`src/hw/port_filter_defs.svh`:
```
// constants for the filtered port: register offsets, field positions, resets, divider counts
//==============================================================
`ifndef PORT_FILTER_DEFS_SVH
`define PORT_FILTER_DEFS_SVH

//==============================================================
// register offsets (byte addresses on the plain port)
`define OFS_DATA      4'h0
`define OFS_DIR       4'h1
`define OFS_FILT_EN   4'h2
`define OFS_EXPECT    4'h3
`define OFS_PERIOD    4'h4
`define OFS_MODE      4'h5
`define OFS_PINS      4'h6

//==============================================================
// field positions and reset values
`define PERIOD_SEL_LSB   0
`define PERIOD_SEL_MSB   2
`define MODE_EXT_BIT     0
`define MODE_BUS16_BIT   1
`define MODE_MUX_BIT     2
`define RST_DATA         8'h00
`define RST_DIR          8'h00
`define RST_FILT_EN      8'h00
`define RST_EXPECT       8'hff
`define RST_PERIOD_SEL   3'h0
`define RST_MODE         3'h0

//==============================================================
// division ratios per select code, as a power of two
`define DIV_LOG2_0  1
`define DIV_LOG2_1  5
`define DIV_LOG2_2  9
`define DIV_LOG2_3  13
`define DIV_LOG2_4  15
`define DIV_LOG2_5  16
`define DIV_LOG2_6  17
`define DIV_LOG2_7  18
`define DIV_CNT_W   18

`endif

```
`src/hw/port_filter_pkg.sv`:
```
// types shared by the filtered port
package port_filter_pkg;

  // bus mode as seen by the port
  typedef struct packed {
    logic mux;
    logic bus16;
    logic ext;
  } bus_mode_s;

  // peripheral hooks into the pins
  typedef struct packed {
    logic out_b_enable;
    logic out_b_level;
    logic [3:0] capture_enable;
    logic [7:0] key_mask;
  } periph_ctl_s;

  // pin drive bundle
  typedef struct packed {
    logic [7:0] out;
    logic [7:0] oe_n;
  } pin_drive_s;

endpackage

```
`src/hw/port_noise_filter_pin_select.sv`:
```
// 8-bit port with per-pin noise filter, function select and data bus takeover
`timescale 1ns/1ps
`include "port_filter_defs.svh"

module port_noise_filter_pin_select (
  input  wire logic                       clk,
  input  wire logic                       rst_n,
  input  wire logic [3:0]                 addr,
  input  wire logic [7:0]                 wdata,
  input  wire logic                       wr,
  input  wire logic                       rd,
  output logic      [7:0]                 rdata,
  input  wire logic [7:0]                 pin_in,
  output port_filter_pkg::pin_drive_s     pin_drv,
  input  wire port_filter_pkg::periph_ctl_s periph,
  input  wire logic [7:0]                 ext_data_out,
  input  wire logic                       ext_data_drive,
  output logic      [7:0]                 ext_data_in,
  output logic      [3:0]                 timer_capture_in,
  output logic      [7:0]                 key_irq_n
);

  //==============================================================
  // registers
  logic [7:0]                   data_reg, data_next;
  logic [7:0]                   dir_reg, dir_next;
  logic [7:0]                   filt_en_reg, filt_en_next;
  logic [7:0]                   expect_reg, expect_next;
  logic [2:0]                   period_sel_reg, period_sel_next;
  logic [4:0]                   period_rsv_reg, period_rsv_next;
  port_filter_pkg::bus_mode_s   mode_reg, mode_next;
  logic [7:0]                   rdata_reg, rdata_next;
  logic [7:0]                   sync1_reg, sync2_reg;
  logic [7:0]                   samp_reg, samp_next;
  logic [7:0]                   filt_reg, filt_next;
  logic [`DIV_CNT_W-1:0]        div_reg, div_next;
  logic                         tick_reg, tick_next;
  port_filter_pkg::pin_drive_s  drv_reg, drv_next;
  logic [7:0]                   ext_in_reg;
  logic [3:0]                   cap_reg, cap_next;
  logic [7:0]                   key_reg, key_next;

  // terminal count for the selected division; tick every 2^n cycles
  function automatic logic [`DIV_CNT_W-1:0] div_last(input logic [2:0] sel);
    logic [4:0] sh;
    sh = 5'h0;
    unique case (sel)
      3'h0: sh = 5'(`DIV_LOG2_0);
      3'h1: sh = 5'(`DIV_LOG2_1);
      3'h2: sh = 5'(`DIV_LOG2_2);
      3'h3: sh = 5'(`DIV_LOG2_3);
      3'h4: sh = 5'(`DIV_LOG2_4);
      3'h5: sh = 5'(`DIV_LOG2_5);
      3'h6: sh = 5'(`DIV_LOG2_6);
      3'h7: sh = 5'(`DIV_LOG2_7);
    endcase
    div_last = (`DIV_CNT_W'(1) << sh) - `DIV_CNT_W'(1);
  endfunction

  logic bus_takeover;
  assign bus_takeover = mode_reg.ext & mode_reg.bus16 & ~mode_reg.mux;

  //==============================================================
  // pin synchroniser: first stage feeds only the second
  always_ff @(posedge clk or negedge rst_n) begin
    if (!rst_n) begin
      sync1_reg <= 8'h00;
      sync2_reg <= 8'h00;
    end else begin
      sync1_reg <= pin_in;
      sync2_reg <= sync1_reg;
    end
  end

  //==============================================================
  // register writes and read data
  always_comb begin
    data_next       = data_reg;
    dir_next        = dir_reg;
    filt_en_next    = filt_en_reg;
    expect_next     = expect_reg;
    period_sel_next = period_sel_reg;
    period_rsv_next = period_rsv_reg;
    mode_next       = mode_reg;
    rdata_next      = 8'h00;
    if (wr) begin
      unique case (addr)
        `OFS_DATA:    data_next = wdata;
        `OFS_DIR:     dir_next = wdata;
        `OFS_FILT_EN: filt_en_next = wdata;
        `OFS_EXPECT:  expect_next = wdata;
        `OFS_PERIOD: begin
          period_sel_next = wdata[`PERIOD_SEL_MSB:`PERIOD_SEL_LSB];
          period_rsv_next = wdata[7:3];
        end
        `OFS_MODE:    mode_next = wdata[2:0];
        default: ;
      endcase
    end
    if (rd) begin
      unique case (addr)
        // read of the data latch: outputs show latch, filtered inputs the filter, others the pin
        `OFS_DATA:    rdata_next = (dir_reg & data_reg) | (~dir_reg & filt_en_reg & filt_reg)
                                 | (~dir_reg & ~filt_en_reg & sync2_reg);
        `OFS_DIR:     rdata_next = dir_reg;
        `OFS_FILT_EN: rdata_next = filt_en_reg;
        `OFS_EXPECT:  rdata_next = expect_reg;
        `OFS_PERIOD:  rdata_next = {period_rsv_reg, period_sel_reg};
        `OFS_MODE:    rdata_next = {5'h00, mode_reg};
        `OFS_PINS:    rdata_next = sync2_reg;
        default:      rdata_next = 8'h00;
      endcase
    end
  end

  always_ff @(posedge clk or negedge rst_n) begin
    if (!rst_n) begin
      data_reg       <= `RST_DATA;
      dir_reg        <= `RST_DIR;
      filt_en_reg    <= `RST_FILT_EN;
      expect_reg     <= `RST_EXPECT;
      period_sel_reg <= `RST_PERIOD_SEL;
      period_rsv_reg <= 5'h00;
      mode_reg       <= `RST_MODE;
      rdata_reg      <= 8'h00;
    end else begin
      data_reg       <= data_next;
      dir_reg        <= dir_next;
      filt_en_reg    <= filt_en_next;
      expect_reg     <= expect_next;
      period_sel_reg <= period_sel_next;
      period_rsv_reg <= period_rsv_next;
      mode_reg       <= mode_next;
      rdata_reg      <= rdata_next;
    end
  end

  //==============================================================
  // sample divider; restarts on a select change so the new period is exact
  always_comb begin
    div_next  = div_reg + `DIV_CNT_W'(1);
    tick_next = 1'b0;
    if (div_reg >= div_last(period_sel_reg)) begin
      div_next  = '0;
      tick_next = 1'b1;
    end
    if (wr && addr == `OFS_PERIOD) begin
      div_next = '0;
    end
  end

  //==============================================================
  // filter: two agreeing samples on successive ticks update the latch
  // only toward the expected level; the other level passes at once
  always_comb begin
    samp_next = samp_reg;
    filt_next = filt_reg;
    if (tick_reg) begin
      samp_next = sync2_reg;
      for (int i = 0; i < 8; i++) begin
        if (sync2_reg[i] == samp_reg[i] && sync2_reg[i] == expect_reg[i]) begin
          filt_next[i] = expect_reg[i];
        end else if (sync2_reg[i] != expect_reg[i]) begin
          filt_next[i] = sync2_reg[i];
        end
      end
    end
  end

  always_ff @(posedge clk or negedge rst_n) begin
    if (!rst_n) begin
      div_reg  <= '0;
      tick_reg <= 1'b0;
      samp_reg <= 8'h00;
      filt_reg <= 8'h00;
    end else begin
      div_reg  <= div_next;
      tick_reg <= tick_next;
      samp_reg <= samp_next;
      filt_reg <= filt_next;
    end
  end

  //==============================================================
  // pin function select; oe_n low while the port drives
  always_comb begin
    drv_next.out  = data_reg;
    drv_next.oe_n = ~dir_reg;
    if (periph.out_b_enable) begin
      drv_next.out[6]  = periph.out_b_level;
      drv_next.oe_n[6] = 1'b0;
    end
    if (bus_takeover) begin
      drv_next.out  = ext_data_out;
      drv_next.oe_n = {8{~ext_data_drive}};
    end
    // capture inputs on pins 5..2; software keeps direction and filter clear
    cap_next = bus_takeover ? 4'h0 : periph.capture_enable & sync2_reg[5:2];
    // key inputs active low; masked or bus-owned pins read idle high
    key_next = (bus_takeover ? 8'hff : (periph.key_mask | sync2_reg));
  end

  always_ff @(posedge clk or negedge rst_n) begin
    if (!rst_n) begin
      drv_reg    <= '{out: 8'h00, oe_n: 8'hff};
      cap_reg    <= 4'h0;
      key_reg    <= 8'hff;
      ext_in_reg <= 8'h00;
    end else begin
      drv_reg    <= drv_next;
      cap_reg    <= cap_next;
      key_reg    <= key_next;
      ext_in_reg <= sync2_reg;
    end
  end

  assign rdata            = rdata_reg;
  assign pin_drv          = drv_reg;
  assign ext_data_in      = ext_in_reg;
  assign timer_capture_in = cap_reg;
  assign key_irq_n        = key_reg;

endmodule
```
`config.mk`:
```
export PLATFORM = sky130hd
export DESIGN_NAME = port_noise_filter_pin_select
export DESIGN_NICKNAME = d
export VERILOG_FILES = /design/src/hw/port_filter_pkg.sv /design/src/hw/port_noise_filter_pin_select.sv
export VERILOG_INCLUDE_DIRS = /design/src /design/src/hw
export SDC_FILE = /design/constraint.sdc
export NUM_CORES = 1
export LEC_CHECK = 0
export ABC_AREA = 1
export BUFFER_PORTS_ARGS = -buffer_cell sky130_fd_sc_hd__buf_4
export CAP_MARGIN = 30
export CELL_PAD_IN_SITES_DETAIL_PLACEMENT = 1
export CELL_PAD_IN_SITES_GLOBAL_PLACEMENT = 1
export CORE_ASPECT_RATIO = 1.75
export CORE_MARGIN = 2
export CORE_UTILIZATION = 39
export DETAILED_ROUTE_END_ITERATION = 7
export GPL_TIMING_DRIVEN = 0
export PLACE_DENSITY = 0.74
export SYNTH_ARGS = -nofsm -noshare
export SYNTH_HDL_FRONTEND = slang
export SYNTH_SLANG_ARGS = --single-unit
```
`constraint.sdc`:
```
create_clock -name clk -period 2.66 [get_ports clk]
set_input_delay 0.266 -clock clk [delete_from_list [all_inputs] [get_ports clk]]
set_output_delay 0.266 -clock clk [all_outputs]
set_load 0.05 [all_outputs]
```
Word level (Yosys, flattened, before mapping)
Memories as Yosys holds them, arrays and structs flattened.
Index checks and enable logic that the tools add are counted.
- bits in registers: 138
- bits in latches: 0
- bits in writable memories: 0
- ROM bits: 40
- input port bits: 47
- output and inout bits: 44
- word-level logic and storage cells: 136
- memories: 1
- memory list (memory ; depth ; width ; read ports ; clocked after Yosys merged registers in ; wr ports ; line ; source):
    (no name shown) ; 8 ; 5 ; 1 ; 0 ; 0 ; port_noise_filter_pin_select.sv:47 ; unique case (sel)
- $add $sub $neg: 2
- multiply operators: 0
- divide/modulo/power cells: 0
- order comparisons: 1
- equality and inequality tests: 30
- shift-type cells: 1
- multiplexer cells: 26
- bitwise operators: 15
- reductions and logical operators: 32
- operator list (cell ; count):
    $pmux 8 s7 ; 1
    $and 8x8->8 ; 5
    $mux 18 ; 2
    $reduce_and 2->1 ; 14
    $or 8x8->8 ; 3
    $mux 1 ; 19
    $add 18x1->18 const B ; 1
    $ge 18x18->1 ; 1
    $shl 1x5->18 const A ; 1
    $sub 18x2->18 const B ; 1
    $eq 1x1->1 ; 16
    $mux 16 ; 1
    $mux 8 ; 2
    $not 8->8 ; 2
    $reduce_bool 2->1 ; 8
    $eq 4x3->1 const B ; 3
    $logic_and 1x1->1 ; 9
    $eq 4x2->1 const B ; 2
    $ne 1x1->1 ; 8
    $and 4x4->4 ; 1
    $eq 4x1->1 const B ; 1
    $logic_not 4->1 ; 1
    $mux 4 ; 1
    $and 1x1->1 ; 2
    $not 1->1 ; 2

Depth between registers and ports, before layout
Gate-level depths: netlist of the first run.
- depth in word-level cells: 7
- mapped depth: 18
- depth with buffers taken out: 17

Least setup slack after synthesis of the first run
OpenSTA, ideal clock, no wires.
- kind: register to register
- start: reg period_sel_reg[1]
- end: reg div_reg[10]
- library setup time: 0.120 ns
- arrival: 2.485 ns
- required time: 2.540 ns
- path slack: 0.055 ns
- cell stages (with the launch flop): 18
- path buffers: 1
- period minus slack after synthesis: 2.605 ns
- cells stage by stage: dfrtp_1 -> inv_1 -> ha_1 -> inv_1 -> nand2_1 -> nand2_1 -> inv_2 -> nand3_1 -> nand3_1 -> o21ai_1 -> nand2_1 -> ha_1 -> nand2_1 -> nor4_1 -> nand2_1 -> nand2_2 -> buf_2 -> nor2_1
- word-level cells in the longest chain between the ends: 6
- RTL lines (element ; line ; source):
    start, declared ; port_noise_filter_pin_select.sv:29 ; logic [2:0] period_sel_reg, period_sel_next;
    start signal, assigned ; port_noise_filter_pin_select.sv:122 ; period_sel_reg <= `RST_PERIOD_SEL;
    start signal, assigned ; port_noise_filter_pin_select.sv:131 ; period_sel_reg <= period_sel_next;
    $mem_v2 8x5 ; - ;
    $shl 1x5->18 (no source line) ; - ;
    $sub 18x2->18 ; port_noise_filter_pin_select.sv:57 ; div_last = (`DIV_CNT_W'(1) << sh) - `DIV_CNT_W'(1);
    $ge 18x18->1 ; port_noise_filter_pin_select.sv:143 ; if (div_reg >= div_last(period_sel_reg)) begin
    $mux 18 ; port_noise_filter_pin_select.sv:143 ;
    $mux 18 ; port_noise_filter_pin_select.sv:147 ; if (wr && addr == `OFS_PERIOD) begin
    via div_next[10] ; port_noise_filter_pin_select.sv:36 ; logic [`DIV_CNT_W-1:0] div_reg, div_next;
    end signal, assigned ; port_noise_filter_pin_select.sv:177 ; div_reg <= div_next;
    end, declared ; port_noise_filter_pin_select.sv:36 ;
The timed path passes the listed nets, and every way through them passes these cells.
A chain may end at the register's enable or synchronous reset.

Worst setup path after layout of the first run
- start: reg period_sel_reg[1]
- end: reg div_reg[12]
The elaborated chain is that of the path after synthesis.

==> results.cfg, run 1 <==
[run_status]
outcome = complete, but fails checks
failed_checks = negative setup slack

[grt]
grt_max_degree = 85
grt_pass1_vias = 6389
grt_use_total = 0.238
grt_first_pass_wirelength_um = 32300
grt_overflow = 0
antenna_found_initial = 0

[setup_path]
critPathLaunchType = flip-flop
cp-startpoint = period_sel_reg[1]
endpoint = div_reg[12]
critPathCaptureType = flip-flop
ff2ff_setup_slack_ps = -20
arrival_ps = 3000
cp.required_ps = 2980
critPathKind = reg -> reg
path_cells = inv_4 > ha_4 > inv_1 > nand2_2 > nand2_4 > nor2_4 > nand2_1 > nand3_1 > nor2_1 > nand3_1 > ha_4 > nand2_2 > nor2_1 > a21oi_2 > nand2_4 > clkbuf_16 > nor2_1
path_common_cell = nor2_1
reg2reg_to = div_reg[12]
crit_path_max_fanout = 5
crit_path_top_delay_cell = dfrtp_2
cp_slowest_stage_delay_ps = 430
worstRegToRegCells = 17
timing.rr.start = period_sel_reg[1]

[sta]
finalMaxSlewViolations = 0
layout_min_cycle_time_ps = 2680
setup_viol = 18
min_period_over_period = 1.01
clock_skew_ps = 9.07
setup_slack_ps = -23.5
hold_viol_final = 0
rsz0062_at_grt = true
slew_headroom = 0.584
fin_hold_ws_ps = 29.1
fmax_mhz = 373
worstMarginPinSlew_ps = 625

[synth]
synth-main-ff-cell = dfrtp_1
synth_most_common_cell = nand2_1
synth_top_area_cell = dfrtp_1
synth_seq_cells = 138
synth.area.top_cells = dfrtp_1 (44%), nand2_1 (11%), dfstp_2 (9.7%), nor2_1 (5.3%), ha_1 (4.2%)
yosys.area.top_type_share = 0.438
synthTopCellsByCount = nand2_1 (197), dfrtp_1 (114), nor2_1 (92)
synth_cell_type_count = 37
ys_warn_count = 0
synthArstFlopShare = 1.00
ys_seq_area_frac = 0.535
synthesis.area_um2 = 6510
netlist_instances = 760
synth-edff-count = 0
avgSynthCellArea_um2 = 8.57

[power_and_ir_drop]
vdd_ir_drop_max_mv = 0.427
leakage_nw = 4.15
powerDensity_nw_per_um2 = 855
power_mw = 7.37

[floorplan]
die_x_um = 102
dieArea_um2 = 17800
fp.dieH_um = 175
num_rows = 62
ios = 91
initial_core_util = 0.398
core_um2 = 16400

[final_layout]
antenna_cells = 0
fin_cells = 1130
syn_to_final_growth_pct = 32.3
filler_cell_count = 1913
nets = 962
layout-drive-gt1-share = 0.283
largest_reg_flops = 18

[route]
ant_nets = 0
first_pass_iters = 4
wl_per_cell_um = 18.4
avgViaCountPerCell = 5.13
num_vias = 5801
drcViolationCount = 0
postRouteWirelength_um = 20800
drt_iter0_markers = 209

[clocking]
cts_tree = done
clock_path_buffers = 2
htree_levels = 4
cts_made_buffers = 17
ctsRootBufferMaster = clkbuf_16
clkLatencyLatePin_ps = 420
cts.sinks = 138
clk_pin_slew_ps = 70

[placed_design]
hpwlAfterDp_um = 15000
place_inst = 1076
dp_slack_ps = -539
io_buffers = 90
gp_congestion = 0.867

[worst_hold_path]
hold_class = in -> reg

[flow_run]
drv_cap = 0
## per-stage QoR
stage | setup TNS (ps) | instance area, µm² | util
floorplan | 0 | 6510 | -
global placement | -7480 | 7470 | 0.456
detailed placement | -7610 | 7500 | 0.458
CTS | 0 | 8320 | 0.508
global route | -2320 | 8620 | 0.526
finish | -176 | 8620 | 0.526
## layer usage
| metal | track usage | share of wire | vias to the layer above |
|---|---|---|---|
| met2 | 0.465 | 0.59 | 128 |
| li1 | - | - | 2714 |
| met5 | 0 | 0 | - |
| met3 | 0.0324 | 0.027 | 74 |
| met1 | 0.227 | 0.33 | 2885 |
| met4 | 0.130 | 0.056 | 0 |
## critical path: cells and delay by family (launching register included)
family	cells	cell delay, ps
simple gates	11	1220
fa+ha+maj	2	470
flops	1	430
buf+inv	3	320
compound gates	1	120
## cells in the final DEF (no fill, tap or decap), types with 18 or more instances in the layout
cell         n
a21oi_1     20
buf_4      102
clkbuf_16   18
dfrtp_1    112
dfstp_2     24
inv_1       68
nand2_1    187
nand3_1     41
nor2_1      83
o21ai_0     30
o21ai_1     35
## cells by family after synthesis
| group | count (synthesis) | synth area share |
|---|---|---|
| AOI/OAI and AO/OA | 129 | 0.117 |
| other | 1 | 0.000576 |
| buffers and inverters | 101 | 0.0636 |
| xor gates and xnor gates | 4 | 0.00538 |
| and+or+nand+nor | 365 | 0.236 |
| adders and majority gates | 22 | 0.0423 |
| DFF | 138 | 0.535 |
## worst min-delay path by stage
stage                      start             end  cells past startpoint
floorplan                  rst_n     data_reg[0]                      0
global placement    sync1_reg[7]    sync2_reg[7]                      0
detailed placement         rst_n  ext_data_in[7]                      1
CTS                    periph[0]    key_irq_n[0]                      3
global route           periph[0]    key_irq_n[0]                      3
finish                 periph[7]    key_irq_n[7]                      3
## power by group
group	internal, mW	leakage (nW)	total [mW]	switching (mW)
registers	2.54	1.69	2.84	0.299
clock network	1.36	0.290	2.41	1.05
logic	0.773	2.17	2.12	1.35
## area by class of cell
cell class	instances	area [µm²]	area share
tap	224	280	0.0325
clock inverter	14	153	0.0177
clock buffer	18	439	0.0510
multi-input combinational	522	2880	0.334
sequential	138	3490	0.405
timing repair buffer	113	940	0.109
inverter	86	342	0.0396
buffer	15	100	0.0116
## what timing repair did
| item | CTS | global route |
|---|---|---|
| gates resized for setup | 21 | 49 |
| pin swaps | 4 | 15 |
| hold buffers | 10 | 0 |
| buffers inserted | 3 | 8 |
| hold endpoints to repair | 55 | 0 |
| endpoints found under the setup margin | 19 | 19 |
| cloned | 0 | 1 |
No activity file was read; power rests on OpenSTA's default activity.
==> run 2: changes to the inputs <==
- ABC_AREA: 1 -> unset
- CORE_ASPECT_RATIO: 1.75 -> 0.6
- CORE_UTILIZATION: 39 -> 41
==> run 2 against run 1 <==
Effect of this change: the flow still finishes with violations (negative setup slack); cell count is 19% lower; global-route usage is 0.18 points lower; non-clock buffer count is 12 higher; total power is 0.39% lower; combinational power is 7% lower; design area is 3.2% lower; register-to-register slack worse by 140 ps; critical endpoint is now tick_reg; largest cell class unchanged; largest power group unchanged; highest routed layer unchanged.
==> results.cfg, run 2 <==
[final_layout]
largest_reg_flops = 18
nets = 772
layout-drive-gt1-share = 0.358
utilization = 0.546
seq_area_um2 = 3480
filler_cell_count = 1627
antenna_cells = 0
layout_common_cells = dfrtp_1 (114), buf_4 (98), nand2_1 (49)
final_common_cell = dfrtp_1
multi_input_area_um2 = 2820
syn_to_final_growth_pct = 30.5

[route]
first_pass_iters = 4
avgViaCountPerCell = 5.47
num_vias = 5031
wl_per_cell_um = 20.3
drcViolationCount = 0
ant_nets = 0
postRouteWirelength_um = 18700
drt_iter0_markers = 315

[clocking]
htree_levels = 4
cts_made_buffers = 17
clock_path_buffers = 2
cts_tree = done
cts.sinks = 138
clk_pin_slew_ps = 70
clkLatencyLatePin_ps = 420
ctsRootBufferMaster = clkbuf_16

[worst_hold_path]
hold_class = in -> reg

[sta]
min_period_over_period = 1.06
slew_headroom = 0.557
setup_slack_ps = -162
finalMaxSlewViolations = 0
fmax_mhz = 354
hold_viol_final = 0
clock_skew_ps = 11.9
rsz0062_at_grt = true
setup_viol = 19
layout_min_cycle_time_ps = 2820
worstMarginPinSlew_ps = 664
fin_hold_ws_ps = 37.3

[grt]
grt_overflow = 0
grtUsageMet1 = 0.351
grt_use_total = 0.236
use_met3 = 0.0551
grt_pass1_vias = 5286
busiest_layer = met1
grt_use_met2 = 0.349
grt_max_degree = 82
antenna_found_initial = 0
grt_first_pass_wirelength_um = 29400

[setup_path]
critPathCaptureType = flip-flop
arrival_ps = 3120
cp.required_ps = 2960
critPathLaunchType = flip-flop
critPathKind = reg -> reg
crit_path_max_fanout = 8

[synth]
synthesis.area_um2 = 6390
avgSynthCellArea_um2 = 11.2
ys_seq_area_frac = 0.545
synth_cell_type_count = 56
synth_top_area_cell = dfrtp_1
netlist_instances = 571
synth_most_common_cell = dfrtp_1
synth-main-ff-cell = dfrtp_1
synthArstFlopShare = 1.00
synth-edff-count = 0
synthTopCellsByCount = dfrtp_1 (114), nand2_1 (51), mux2_2 (45)
yosys.area.top_type_share = 0.446
ys_warn_count = 0
synth_seq_cells = 138
synth.area.top_cells = dfrtp_1 (45%), dfstp_2 (9.9%), mux2_2 (7.9%), ha_1 (4.3%), nand2_1 (3.0%)

[power_and_ir_drop]
intPower_mw = 4.78
vdd_ir_drop_max_mv = 0.520
switching_share = 0.349
leakage_nw = 3.84
p_switching_mw = 2.56
p_clk_frac = 0.339
power.share.combinational = 0.268
power_mw = 7.34
powerDensity_nw_per_um2 = 880
pwr-share-seq = 0.392

[floorplan]
dieArea_um2 = 16600
num_rows = 35
fp.dieH_um = 101
die_x_um = 165
initial_core_util = 0.418
ios = 91
core_um2 = 15300

[placed_design]
gp_congestion = 0.844
hpwlAfterDp_um = 13100
io_buffers = 86

[run_status]
outcome = complete, but fails checks
failed_checks = negative setup slack

[flow_run]
drv_cap = 0
==> run 2: cell types whose count changed in the layout (fill, tap and decap cells not counted), sizes merged, moves of 13 or more <==
cell	before	now
nand2	207	52
a22oi	0	14
nor2	98	40
nand3	45	32
mux2	0	47
inv	94	28
o21ai	82	29
==> run 2: final cells by class <==
cell class	instances	area share
Multi-Input combinational cell	388	0.338
Clock buffer	17	0.0510
Tap cell	203	0.0305
Buffer	26	0.0191
Clock inverter	15	0.0236
Inverter	18	0.00870
Sequential cell	138	0.418
Timing Repair Buffer	114	0.111
==> run 2: repair_timing <==
action,4_1_cts,5_1_grt
hold buffers,9,0
buffers inserted,11,5
pin swaps,7,14
setup endpoints to repair,19,19
resized for setup,17,22
endpoints found under the hold margin,54,0
gates cloned,1,1
==> run 2: worst paths after layout <==
| kind | from | end | slack (ps) | cells past startpoint |
|---|---|---|---|---|
| min in group asynchronous | rst_n | sync1_reg[0] | 390 | 2 |
| worst max register to register | period_sel_reg[0] | tick_reg | -160 | 12 |
| worst min register to register | sync1_reg[2] | sync2_reg[2] | 350 | 0 |
| worst max-delay path | period_sel_reg[0] | tick_reg | -160 | 12 |
| max in group asynchronous | rst_n | pin_drv[1] | 1460 | 3 |
| worst min-delay path | periph[5] | key_irq_n[5] | 40 | 2 |
==> run 2: kinds of logic (layout without fill, tap and decap cells) <==
| logic type | after synthesis | count (layout) | synth area share |
|---|---|---|---|
| adders and majority gates | 22 | 22 | 0.0431 |
| buffers and inverters | 46 | 190 | 0.0347 |
| xor gates and xnor gates | 19 | 19 | 0.0260 |
| AOI/OAI and AO/OA | 103 | 103 | 0.105 |
| other | 1 | 2 | 0.000587 |
| DFF | 138 | 138 | 0.545 |
| muxes | 58 | 58 | 0.101 |
| and+or+nand+nor | 184 | 184 | 0.145 |
==> run 2: metal layers <==
layer  share of wire  up-vias  wire, µm
met1            0.48     2556      9050
li1                -     2304         -
met2            0.44      161      8240
met5               0        -         0
met3           0.070       10      1300
met4          0.0047        0        87
==> run 2: per-stage QoR <==
step / cell area, µm² / std cells / setup slack [ps] / TNS [ps]
6_report: 8340 / 919 / -162 / -2220
5_1_grt: 8340 / 919 / -277 / -4600
4_1_cts: 8210 / 913 / -139 / -1470
3_5_place_dp: 7370 / 862 / -519 / -8460
3_3_place_gp: 7340 / 861 / -449 / -7370
2_1_floorplan: 6440 / 572 / 20.8 / 0
==> run 2: power by group through the flow <==
stage / sequential, mW / clock [mW] / combinational [mW]
detailed placement: 2.90 / 0 / 1.79
CTS: 2.88 / 2.54 / 1.89
floorplan: 3.13 / 0 / 0.915
global route: 2.93 / 2.64 / 2.15
global placement: 2.86 / 0 / 1.70
finish: 2.88 / 2.49 / 1.97
==> run 2: worst max-delay path: stages, from the launching register on <==
cell and delay (ps):
dfrtp_1 350, buf_6 130, inv_4 50, ha_4 260, inv_2 40, or3_4 360, xor2_1 150, a22oi_1 170
ha_1 300, a21o_1 200, a221oi_4 270, buf_6 190, or2b_1 230
==> run 3: changes to the inputs <==
- SETUP_SLACK_MARGIN: unset -> 0.05
==> run 3 against run 2 <==
Effect of this change: the flow still finishes with violations (negative setup slack); count of clock-buffer cells in the layout unchanged; register-to-register slack got worse by 200 ps; cell count increased by 0.22%; clock power about the same; combinational power increased by 8%; first-iteration DRC count increased by 40%; routed wire length increased by 7.4%; critical path type unchanged; critical endpoint unchanged.
==> results.cfg, run 3 (synthesis gave the netlist of run 2 again) <==
[route]
drt_iter0_markers = 440
postRouteWirelength_um = 20100
drcViolationCount = 0
first_pass_iters = 5
wl_per_cell_um = 21.8
ant_nets = 0
num_vias = 5088
avgViaCountPerCell = 5.52

[sta]
layout_min_cycle_time_ps = 3030
worstMarginPinSlew_ps = 707
rsz0062_at_grt = true
min_period_over_period = 1.14
hold_viol_final = 0
fin_hold_ws_ps = 35.8
clock_skew_ps = 12.4
slew_headroom = 0.529
fmax_mhz = 330
finalMaxSlewViolations = 0
setup_slack_ps = -367
setup_viol = 19

[clocking]
cts_made_buffers = 17
clkLatencyLatePin_ps = 420
cts.sinks = 138
cts_tree = done
ctsRootBufferMaster = clkbuf_16
clock_path_buffers = 2
htree_levels = 4
clk_pin_slew_ps = 70

[final_layout]
multi_input_area_um2 = 2900
seq_area_um2 = 3480
syn_to_final_growth_pct = 32.9
layout_common_cells = dfrtp_1 (114), buf_4 (98), nand2_1 (47)
filler_cell_count = 1589
final_common_cell = dfrtp_1
layout-drive-gt1-share = 0.379
nets = 774
antenna_cells = 0
largest_reg_flops = 18

[floorplan]
ios = 91
dieArea_um2 = 16600
fp.dieH_um = 101
initial_core_util = 0.418
core_um2 = 15300
num_rows = 35
die_x_um = 165

[setup_path]
cp_slowest_stage_delay_ps = 360
cp.required_ps = 2960
critPathCaptureType = flip-flop
arrival_ps = 3320
path_cells = buf_6 > inv_6 > ha_4 > inv_2 > or3_4 > xor2_1 > a22oi_1 > ha_1 > a21o_1 > a221oi_4 > buf_6 > buf_12 > or2b_1
crit_path_top_delay_cell = dfrtp_1
critPathLaunchType = flip-flop
crit_path_max_fanout = 5
critPathKind = reg -> reg
path_common_cell = buf_6

[grt]
grt_pass1_vias = 5507
grt_max_degree = 90
grt_overflow = 0
grt_first_pass_wirelength_um = 30900
busiest_layer = met2
grt_use_total = 0.248
antenna_found_initial = 0
grt_use_met2 = 0.371
use_met3 = 0.0601
grtUsageMet1 = 0.365

[worst_hold_path]
hold_class = in -> reg

[power_and_ir_drop]
vdd_ir_drop_max_mv = 0.488
powerDensity_nw_per_um2 = 882
leakage_nw = 3.90

[placed_design]
io_buffers = 86
gp_congestion = 0.847
dp_slack_ps = -524
hpwlAfterDp_um = 13100

[run_status]
failed_checks = negative setup slack
outcome = complete, but fails checks

[flow_run]
drv_cap = 0
[run 3: layer usage]
metal  wire [µm]  vias up
met3        1160       23
met5           0        -
met2        9070      159
li1            -     2299
met4         262        0
met1        9580     2607
[run 3: final timing paths]
path / startpoint / end / slack (ps) / depth (start not counted)
max: period_sel_reg[0] / tick_reg / -370 / 13
min: periph[6] / key_irq_n[6] / 40 / 2
max reg2reg: period_sel_reg[0] / tick_reg / -370 / 13
min reg2reg: sync1_reg[2] / sync2_reg[2] / 350 / 0
max in group asynchronous: rst_n / pin_drv[3] / 1460 / 3
min in group asynchronous: rst_n / sync1_reg[0] / 370 / 2
[run 3: where the power goes]
group          switching [mW]  internal [mW]
registers               0.356           2.53
clock network            1.04           1.44
logic                    1.25          0.873
[run 3: layout make-up]
cell class,instances,area share
plain buffers,27,0.0205
repair buffers,115,0.116
flip-flops and latches,138,0.410
well taps,203,0.0299
clock buffers,17,0.0501
inverters,18,0.00884
clock inverters,15,0.0228
multi-input cells,388,0.342
[run 3: what timing repair did]
item / CTS / global route
hold buffers: 9 / 0
endpoints found under the hold margin: 51 / 0
endpoints found under the setup margin: 19 / 19
gates resized for setup: 22 / 33
pin swaps: 16 / 19
setup buffers: 13 / 5
gates cloned: 2 / 0
[run 3: metrics by stage]
| step | total power, mW | TNS (ps) | cell area [µm²] | instances | utilization |
|---|---|---|---|---|---|
| 4_1_cts | 7.38 | -3450 | 8360 | 918 | 0.547 |
| 2_1_floorplan | 4.06 | 0 | 6450 | 572 | - |
| 3_5_place_dp | 4.71 | -8200 | 7380 | 862 | 0.483 |
| 3_3_place_gp | 4.58 | -6250 | 7350 | 861 | 0.481 |
| 6_report | 7.49 | -5530 | 8490 | 921 | 0.556 |
| 5_1_grt | 7.86 | -7130 | 8490 | 921 | 0.556 |
[run 3: critical path: cells and delay by family (launching register included)]
family	cells	cell delay, ps
xor+xnor	1	150
fa+ha+maj	2	560
compound gates	3	700
simple gates	2	600
flops	1	360
buf+inv	5	530
